## src/pkg/dl_irq_defines.svh

```systemverilog
`ifndef DL_IRQ_DEFINES_SVH
`define DL_IRQ_DEFINES_SVH

// Register offsets within the channel's register page
`define STATUS_OFFSET      8'h06
`define ENABLE_OFFSET      8'h07

// Bit positions of the status register; bits 6..0 are shared by the enable register
`define BIT_MSG_TYPE       7
`define BIT_TX_BEGIN       6
`define BIT_RX_BEGIN       5
`define BIT_TX_END         4
`define BIT_RX_END         3
`define BIT_FCS            2
`define BIT_ABORT          1
`define BIT_IDLE           0

`define STATUS_RESET       8'h00
`define ENABLE_RESET       8'h00
`define ENABLE_WMASK       8'h7F

`endif

```

## src/pkg/dl_irq_pkg.sv

```systemverilog
package dl_irq_pkg;

  // One-cycle event pulses from the link controllers
  typedef struct packed {
    logic tx_begin;
    logic rx_begin;
    logic tx_end;
    logic rx_message_done;
    logic rx_buffer_full;
    logic fcs_mismatch;
    logic abort_seen;
    logic idle_octet_seen;
  } link_events_t;

  // Microprocessor register port request
  typedef struct packed {
    logic       rd;
    logic       wr;
    logic [7:0] addr;
    logic [7:0] wdata;
  } reg_req_t;

endpackage

```

## src/hdl/data_link_irq_flags.sv

```systemverilog
`timescale 1ns/1ps
`default_nettype none
`include "dl_irq_defines.svh"

module data_link_irq_flags (
  input  wire logic                     MCLK,
  input  wire logic                     RST_N,
  input  wire dl_irq_pkg::link_events_t EVENTS,
  input  wire logic                     MSG_ORIENTED,
  input  wire dl_irq_pkg::reg_req_t     REQ,
  output logic [7:0]                    RDATA,
  output logic                          IRQ
);
  import dl_irq_pkg::*;

  logic [7:0] status_reg;
  logic [7:0] status_next;
  logic [7:0] enable_reg;
  logic [7:0] enable_next;
  logic [7:0] rdata_reg;
  logic [7:0] rdata_next;
  logic       irq_reg;
  logic       irq_next;
  logic [7:0] set_vec;
  logic       status_rd;
  logic       enable_wr;
  logic       enable_rd;

  assign status_rd = REQ.rd && (REQ.addr == `STATUS_OFFSET);
  assign enable_wr = REQ.wr && (REQ.addr == `ENABLE_OFFSET);
  assign enable_rd = REQ.rd && (REQ.addr == `ENABLE_OFFSET);

  always_comb begin
    set_vec = 8'h00;
    set_vec[`BIT_TX_BEGIN] = EVENTS.tx_begin;
    set_vec[`BIT_RX_BEGIN] = EVENTS.rx_begin;
    set_vec[`BIT_TX_END] = EVENTS.tx_end;
    set_vec[`BIT_RX_END] = EVENTS.rx_message_done | EVENTS.rx_buffer_full;
    set_vec[`BIT_FCS] = EVENTS.fcs_mismatch;
    set_vec[`BIT_ABORT] = EVENTS.abort_seen;
    set_vec[`BIT_IDLE] = EVENTS.idle_octet_seen;
  end

  always_comb begin
    status_next = (status_rd ? `STATUS_RESET : status_reg) | set_vec;
    // Bit 7 is the live message type, never stored
    status_next[`BIT_MSG_TYPE] = 1'b0;
  end

  always_ff @(posedge MCLK or negedge RST_N) begin
    if (!RST_N) begin
      status_reg <= `STATUS_RESET;
    end else begin
      status_reg <= status_next;
    end
  end

  always_comb begin
    enable_next = enable_wr ? (REQ.wdata & `ENABLE_WMASK) : enable_reg;
  end

  always_ff @(posedge MCLK or negedge RST_N) begin
    if (!RST_N) begin
      enable_reg <= `ENABLE_RESET;
    end else begin
      enable_reg <= enable_next;
    end
  end

  always_comb begin
    rdata_next = 8'h00;
    if (REQ.rd) begin
      case (REQ.addr)
        `STATUS_OFFSET: rdata_next = {MSG_ORIENTED, status_reg[6:0]};
        `ENABLE_OFFSET: rdata_next = enable_reg;
        default:        rdata_next = 8'h00;
      endcase
    end
  end

  always_ff @(posedge MCLK or negedge RST_N) begin
    if (!RST_N) begin
      rdata_reg <= 8'h00;
    end else begin
      rdata_reg <= rdata_next;
    end
  end

  // gated request, same edge as the flags
  always_comb begin
    irq_next = |(status_next[6:0] & enable_next[6:0]);
  end

  always_ff @(posedge MCLK or negedge RST_N) begin
    if (!RST_N) begin
      irq_reg <= 1'b0;
    end else begin
      irq_reg <= irq_next;
    end
  end

  assign RDATA = rdata_reg;
  assign IRQ   = irq_reg;

  a_read_clears: assert property (@(posedge MCLK) disable iff (!RST_N)
    status_rd && !EVENTS.abort_seen |=> !status_reg[`BIT_ABORT])
    else $error("status not cleared by read");
  a_set_wins: assert property (@(posedge MCLK) disable iff (!RST_N)
    status_rd && EVENTS.idle_octet_seen |=> status_reg[`BIT_IDLE])
    else $error("event lost during read");
  a_end_flag: assert property (@(posedge MCLK) disable iff (!RST_N)
    EVENTS.rx_buffer_full |=> status_reg[`BIT_RX_END])
    else $error("buffer full did not set end flag");
  a_fcs_flag: assert property (@(posedge MCLK) disable iff (!RST_N)
    EVENTS.fcs_mismatch |=> status_reg[`BIT_FCS])
    else $error("fcs flag not set");
  a_abort_flag: assert property (@(posedge MCLK) disable iff (!RST_N)
    EVENTS.abort_seen |=> status_reg[`BIT_ABORT])
    else $error("abort flag not set");
  a_idle_flag: assert property (@(posedge MCLK) disable iff (!RST_N)
    EVENTS.idle_octet_seen |=> status_reg[`BIT_IDLE])
    else $error("idle flag not set");
  a_both_read: assert property (@(posedge MCLK) disable iff (!RST_N)
    status_rd && status_reg[0] && status_reg[3] |=> RDATA[0] && RDATA[3])
    else $error("idle and end not reported together");
  a_tx_begin: assert property (@(posedge MCLK) disable iff (!RST_N)
    EVENTS.tx_begin |=> status_reg[`BIT_TX_BEGIN])
    else $error("tx begin flag not set");
  a_rx_begin: assert property (@(posedge MCLK) disable iff (!RST_N)
    EVENTS.rx_begin |=> status_reg[`BIT_RX_BEGIN])
    else $error("rx begin flag not set");
  a_tx_end: assert property (@(posedge MCLK) disable iff (!RST_N)
    EVENTS.tx_end |=> status_reg[`BIT_TX_END])
    else $error("tx end flag not set");
  a_enable_write: assert property (@(posedge MCLK) disable iff (!RST_N)
    enable_wr |=> enable_reg == ($past(REQ.wdata) & `ENABLE_WMASK))
    else $error("enable write not stored");
  a_irq_release: assert property (@(posedge MCLK) disable iff (!RST_N)
    status_rd && !enable_wr && (EVENTS == '0) |=> !IRQ)
    else $error("request not released after read");
  a_irq_blocked: assert property (@(posedge MCLK) disable iff (!RST_N)
    enable_reg == 8'h00 && !enable_wr |=> !IRQ)
    else $error("request with all enables off");

  a_msg_done_flag: assert property (@(posedge MCLK) disable iff (!RST_N)
    EVENTS.rx_message_done |=> status_reg[`BIT_RX_END])
    else $error("message done did not set end flag");

  a_tx_begin_irq: assert property (@(posedge MCLK) disable iff (!RST_N)
    EVENTS.tx_begin && enable_reg[`BIT_TX_BEGIN] && !enable_wr |=> IRQ)
    else $error("enabled tx begin gave no request");

  a_rx_begin_irq: assert property (@(posedge MCLK) disable iff (!RST_N)
    EVENTS.rx_begin && enable_reg[`BIT_RX_BEGIN] && !enable_wr |=> IRQ)
    else $error("enabled rx begin gave no request");

  a_tx_end_irq: assert property (@(posedge MCLK) disable iff (!RST_N)
    EVENTS.tx_end && enable_reg[`BIT_TX_END] && !enable_wr |=> IRQ)
    else $error("enabled tx end gave no request");

  a_rx_end_irq: assert property (@(posedge MCLK) disable iff (!RST_N)
    EVENTS.rx_message_done && enable_reg[`BIT_RX_END] && !enable_wr |=> IRQ)
    else $error("enabled rx end gave no request");

  a_fcs_irq: assert property (@(posedge MCLK) disable iff (!RST_N)
    EVENTS.fcs_mismatch && enable_reg[`BIT_FCS] && !enable_wr |=> IRQ)
    else $error("enabled fcs event gave no request");

  a_abort_irq: assert property (@(posedge MCLK) disable iff (!RST_N)
    EVENTS.abort_seen && enable_reg[`BIT_ABORT] && !enable_wr |=> IRQ)
    else $error("enabled abort event gave no request");

  a_idle_irq: assert property (@(posedge MCLK) disable iff (!RST_N)
    EVENTS.idle_octet_seen && enable_reg[`BIT_IDLE] && !enable_wr |=> IRQ)
    else $error("enabled idle event gave no request");

  a_enable_read: assert property (@(posedge MCLK) disable iff (!RST_N)
    enable_rd |=> !RDATA[`BIT_MSG_TYPE])
    else $error("reserved enable bit read as one");

  a_type_live: assert property (@(posedge MCLK) disable iff (!RST_N)
    status_rd |=> RDATA[`BIT_MSG_TYPE] == $past(MSG_ORIENTED))
    else $error("message type bit not live");

  a_rdata_idle: assert property (@(posedge MCLK) disable iff (!RST_N)
    !REQ.rd |=> RDATA == 8'h00)
    else $error("read data without a read");

  a_status_ro: assert property (@(posedge MCLK) disable iff (!RST_N)
    REQ.wr && !REQ.rd && (REQ.addr == `STATUS_OFFSET) && (set_vec == 8'h00)
    |=> status_reg == $past(status_reg))
    else $error("status changed by a write");

  // Every event flag stays until software reads it
  for (genvar b = 0; b < 7; b++) begin : g_flag_hold
    a_flag_holds: assert property (@(posedge MCLK) disable iff (!RST_N)
      status_reg[b] && !status_rd |=> status_reg[b])
      else $error("status flag dropped without a read");
  end

endmodule

`default_nettype wire

```

## config.mk

```make
export PLATFORM = sky130hd
export DESIGN_NAME = data_link_irq_flags
export DESIGN_NICKNAME = d
export VERILOG_FILES = /design/src/pkg/dl_irq_pkg.sv /design/src/hdl/data_link_irq_flags.sv
export VERILOG_INCLUDE_DIRS = /design/src /design/src/pkg
export SDC_FILE = /design/constraint.sdc
export NUM_CORES = 1
export LEC_CHECK = 0
export BUFFER_PORTS_ARGS = -buffer_cell sky130_fd_sc_hd__clkbuf_2
export CORE_MARGIN = 5
export CORE_UTILIZATION = 49
export CTS_CLUSTER_DIAMETER = 200
export DETAILED_ROUTE_END_ITERATION = 7
export GPL_ROUTABILITY_DRIVEN = 1
export PLACE_DENSITY = 0.81
export SETUP_SLACK_MARGIN = 0.3
export SLEW_MARGIN = 20
export SYNTH_ARGS = -nofsm -noshare
export SYNTH_HDL_FRONTEND = slang
export SYNTH_SLANG_ARGS = --single-unit
```

## constraint.sdc

```tcl
create_clock -name MCLK -period 2.5 [get_ports MCLK]
set_input_delay 0.125 -clock MCLK [delete_from_list [all_inputs] [get_ports MCLK]]
set_output_delay 0.125 -clock MCLK [all_outputs]
set_load 0.03 [all_outputs]
```

* After elaboration in Yosys (flattened, before gate mapping)
Cells that the tools add are included.
** Operators by class
- Equal/unequal tests :: 2
- Mux-type cells :: 4
- Bitwise logic cells :: 3
- Reduce and logical (&&, ||, !) cells :: 3
** Operator list (count)
- == test 8 x 3 -> 1 bit, second input constant :: 2
- one-hot mux 8 bit (2 select lines) :: 1
- 2-to-1 mux 7 bit :: 2
- 2-to-1 mux 8 bit :: 1
- bitwise AND 7 bit :: 1
- OR 7 bit :: 1
- OR reduction 7 bit :: 1
- logical AND 1 bit :: 2
- OR 1 bit :: 1
** Storage, ports and cells
- Bits in registers :: 23
- Output and inout bits :: 9
- Word-level logic and storage cells :: 16

* Depth between registers and ports, before layout
- Word-level depth :: 6
- Mapped depth :: 7
- Gate-level depth less buffers :: 5

* Least setup slack after synthesis
OpenSTA, ideal clock, no wires.
- Kind :: input to register
- Start :: in REQ[13] in the netlist's numbering
- End :: reg irq_reg (netlist: IRQ)
- Setup time :: 139 ps
- Data arrival time :: 1477 ps
- Required time :: 2361 ps
- Setup slack :: 885 ps
- Cell stages on the path :: 6
- Cells stage by stage :: nor4_4 > and4_1 > buf_6 > mux2_4 > a222oi_1 > nand3_1
** On the way
- Elaborated cells between the ends (all ways) :: 9
** RTL lines
- start: declaration :: RTL line data_link_irq_flags.sv:10 : input wire dl_irq_pkg::reg_req_t REQ,
- == test 8 x 3 -> 1 bit
- logical AND 1 bit :: RTL line data_link_irq_flags.sv:30 : assign enable_wr = REQ.wr && (REQ.addr == `ENABLE_OFFSET);
- 2-to-1 mux 7 bit :: RTL line data_link_irq_flags.sv:59 : enable_next = enable_wr ? (REQ.wdata & `ENABLE_WMASK) : enable_reg;
- net enable_next[4] :: RTL line data_link_irq_flags.sv:19 : logic [7:0] enable_next;
- bitwise AND 7 bit :: RTL line data_link_irq_flags.sv:91 : irq_next = |(status_next[6:0] & enable_next[6:0]);
- OR reduction 7 bit :: RTL line data_link_irq_flags.sv:91
- net irq_next :: RTL line data_link_irq_flags.sv:23 : logic irq_next;
- end signal: assignment :: RTL line data_link_irq_flags.sv:98 : irq_reg <= irq_next;
- end: declaration :: RTL line data_link_irq_flags.sv:22 : logic irq_reg;
The timed path passes the listed nets, and every way through them passes these cells.

* Final worst setup path
Ends and elaborated chain as after synthesis.

==> out/metrics.yaml <==
tns_ps: 0
drive_gt1_share_pct: 45.3
die_x_um: 53.8
cts_root_buffer: "clkbuf_4"
status: "completed"
slew_headroom_pct: 63.7
dieArea_um2: 2900
cts_tree: "built"
io_buffers: 36
drc: 0
drt_iter0_drc: 5
grt_antenna_before_repair: 0
track_usage_pct: 15.0
grt_pass1_wl_mm: 2.93
start_util_pct: 52.8
layout_common_cells: "clkbuf_2, dfrtp_1, nor2_1"
max_freq_mhz: 599
dpl.hpwl_mm: 1.45
final_common_cell: "clkbuf_2"
drt-total-wl_mm: 1.84
cts.reportedPaths.clkPinSlew_ps: 110
cp_data_required_time_ps: 2680
post_cts_buffers: 0
syn_avg_cell_area_um2: 14.3
fin_nets: 136
crit_type: "in -> reg"
die_h_um: 53.8
cts.path.max_buffers: 2
clock_latency_ps: 300
grt_pass1_vias: 710
grt_overflow_total: 0
critPathBufInv: 1
diodes: 0
finalCritPeriodShare_pct: 66.8
p_leak_nw: 0.608
crit_chain: "clkbuf_2 > nor4_4 > and4_1 > mux2_4 > a222oi_1 > nand3_1"
placed_cell_area_um2: 1130
std_cell_rows: 15
ys_ff_latch: 23
drt-wirelength-per-cell_um: 14.0
path_max_fanout: 7
drtPass1Iterations: 4
grt_max_degree: 24
max_slew.worst_pin.slew_ps: 545
cts.sinks: 23
ant_nets: 0
fin_area_um2: 1180
slowest_delay_ps: 480
cts_made_buffers: 3
gp_congestion: 0.740
syn2layout_area_growth_pct: 25.0
synth_nets: 95
setup_viol_count_final: 0
cpLargestDelayFamily: "simple AND/OR/NAND/NOR gates"
max_cap_viol_count: 0
vias: 656
ir_worst_vdd_mv: 0.345
finalCriticalPeriod_ps: 1670
rsz0062_at_grt: "false"
start_kind: "input port"
hp-class: "in -> reg"
power_uw: 622
power_density_nw_per_um2: 529
ys_warn_count: 0
core_area_um2: 1780
avgViaCountPerCell: 5.01
slew_viol_final: 0
crit_slowest_cell: "and4_1"
placed_cells: 125
ys_seq_area_share_pct: 61.2
ys_types: 18
htreeDepth: 1
fin_skew_ps: 2.20
largest_reg_flops: 8
hold_violations: 0
synth_area_um2: 941
synth_cells: 66
final_cells: 131
cp.arrival_ps: 1850
io_pins: 38
crit_path_end_kind: "flip-flop"
[per-stage QoR]
| stage | util [%] | hold slack (ps) | worst slack (ps) |
|---|---|---|---|
| after floorplan | - | -171 | 885 |
| after global placement | 63.4 | 126 | 496 |
| after detailed placement | 63.4 | 136 | 481 |
| after CTS | 66.0 | 3.26 | 803 |
| after global routing | 66.0 | 21.4 | 728 |
| final | 66.0 | 16.0 | 830 |
[metal layers]
layer  up-vias  track usage (%)  wire length [um]
met2        25             25.8               900
met4         0             8.94                46
met3         5             4.43               178
met5         -                0                 0
met1       310             16.0               711
li1        316                -                 -
[power breakdown]
group / switching (mW) / internal (mW) / total (mW)
Combinational: 0.0380 / 0.0364 / 0.0744
Clock: 0.0995 / 0.0622 / 0.162
Sequential: 0.00407 / 0.382 / 0.386
Total: 0.142 / 0.480 / 0.622
[path summary, 6_finish.rpt]
kind	endpoint	slack [ps]	start	cells after the start
worst max-delay path	IRQ$_DFF_PN0_	830	REQ[13]	6
worst min-delay path	status_reg[1]$_DFF_PN0_	20	EVENTS[1]	2
worst max register to register	IRQ$_DFF_PN0_	1220	enable_reg[4]$_DFF_PN0_	3
worst min register to register	status_reg[6]$_DFF_PN0_	520	status_reg[6]$_DFF_PN0_	1
max in group asynchronous	enable_reg[4]$_DFF_PN0_	1810	RST_N	2
min in group asynchronous	status_reg[2]$_DFF_PN0_	320	RST_N	2
[timing repair]
item / 4_1_cts / 5_1_grt
hold buffers: 2 / 0
resized for setup: 0 / 0
hold endpoints to repair: 24 / 0
[area by class of cell]
type                            count  area (um2)
Fill cell                         145         607
Sequential cell                    23         576
Inverter                            1        3.75
Multi-Input combinational cell     40         339
Clock buffer                        4        26.3
Tap cell                           25        31.3
Timing Repair Buffer               38         200
[worst register-to-register path, cell delays in order (launching register included)]
cell and delay (ps):
dfrtp_1 390, mux2_4 280, a222oi_1 350, nand3_1 120
[logic make-up after synthesis]
family	after synthesis	share of synthesized area, %
muxes	14	16.6
AOI/OAI and AO/OA	10	8.38
and+or+nand+nor	16	11.0
buffers and inverters	3	2.79
DFF	23	61.2
[cells in the mapped netlist, drive strengths merged]
cell type | count | area share, %
inv | 1 | 0.40
mux2i | 7 | 7.4
buf | 2 | 2.4
and2 | 2 | 1.3
nor2 | 8 | 3.2
a21o | 6 | 4.8
a22oi | 2 | 1.6
nand4b | 1 | 1.6
a222oi | 1 | 1.1
mux2 | 7 | 9.2
nor2b | 1 | 0.67
dfrtp | 23 | 61
nor4 | 1 | 2.3
a211o | 1 | 0.93
and4 | 1 | 0.93
nand3 | 2 | 1.1
(Power assumes the default switching activity.)
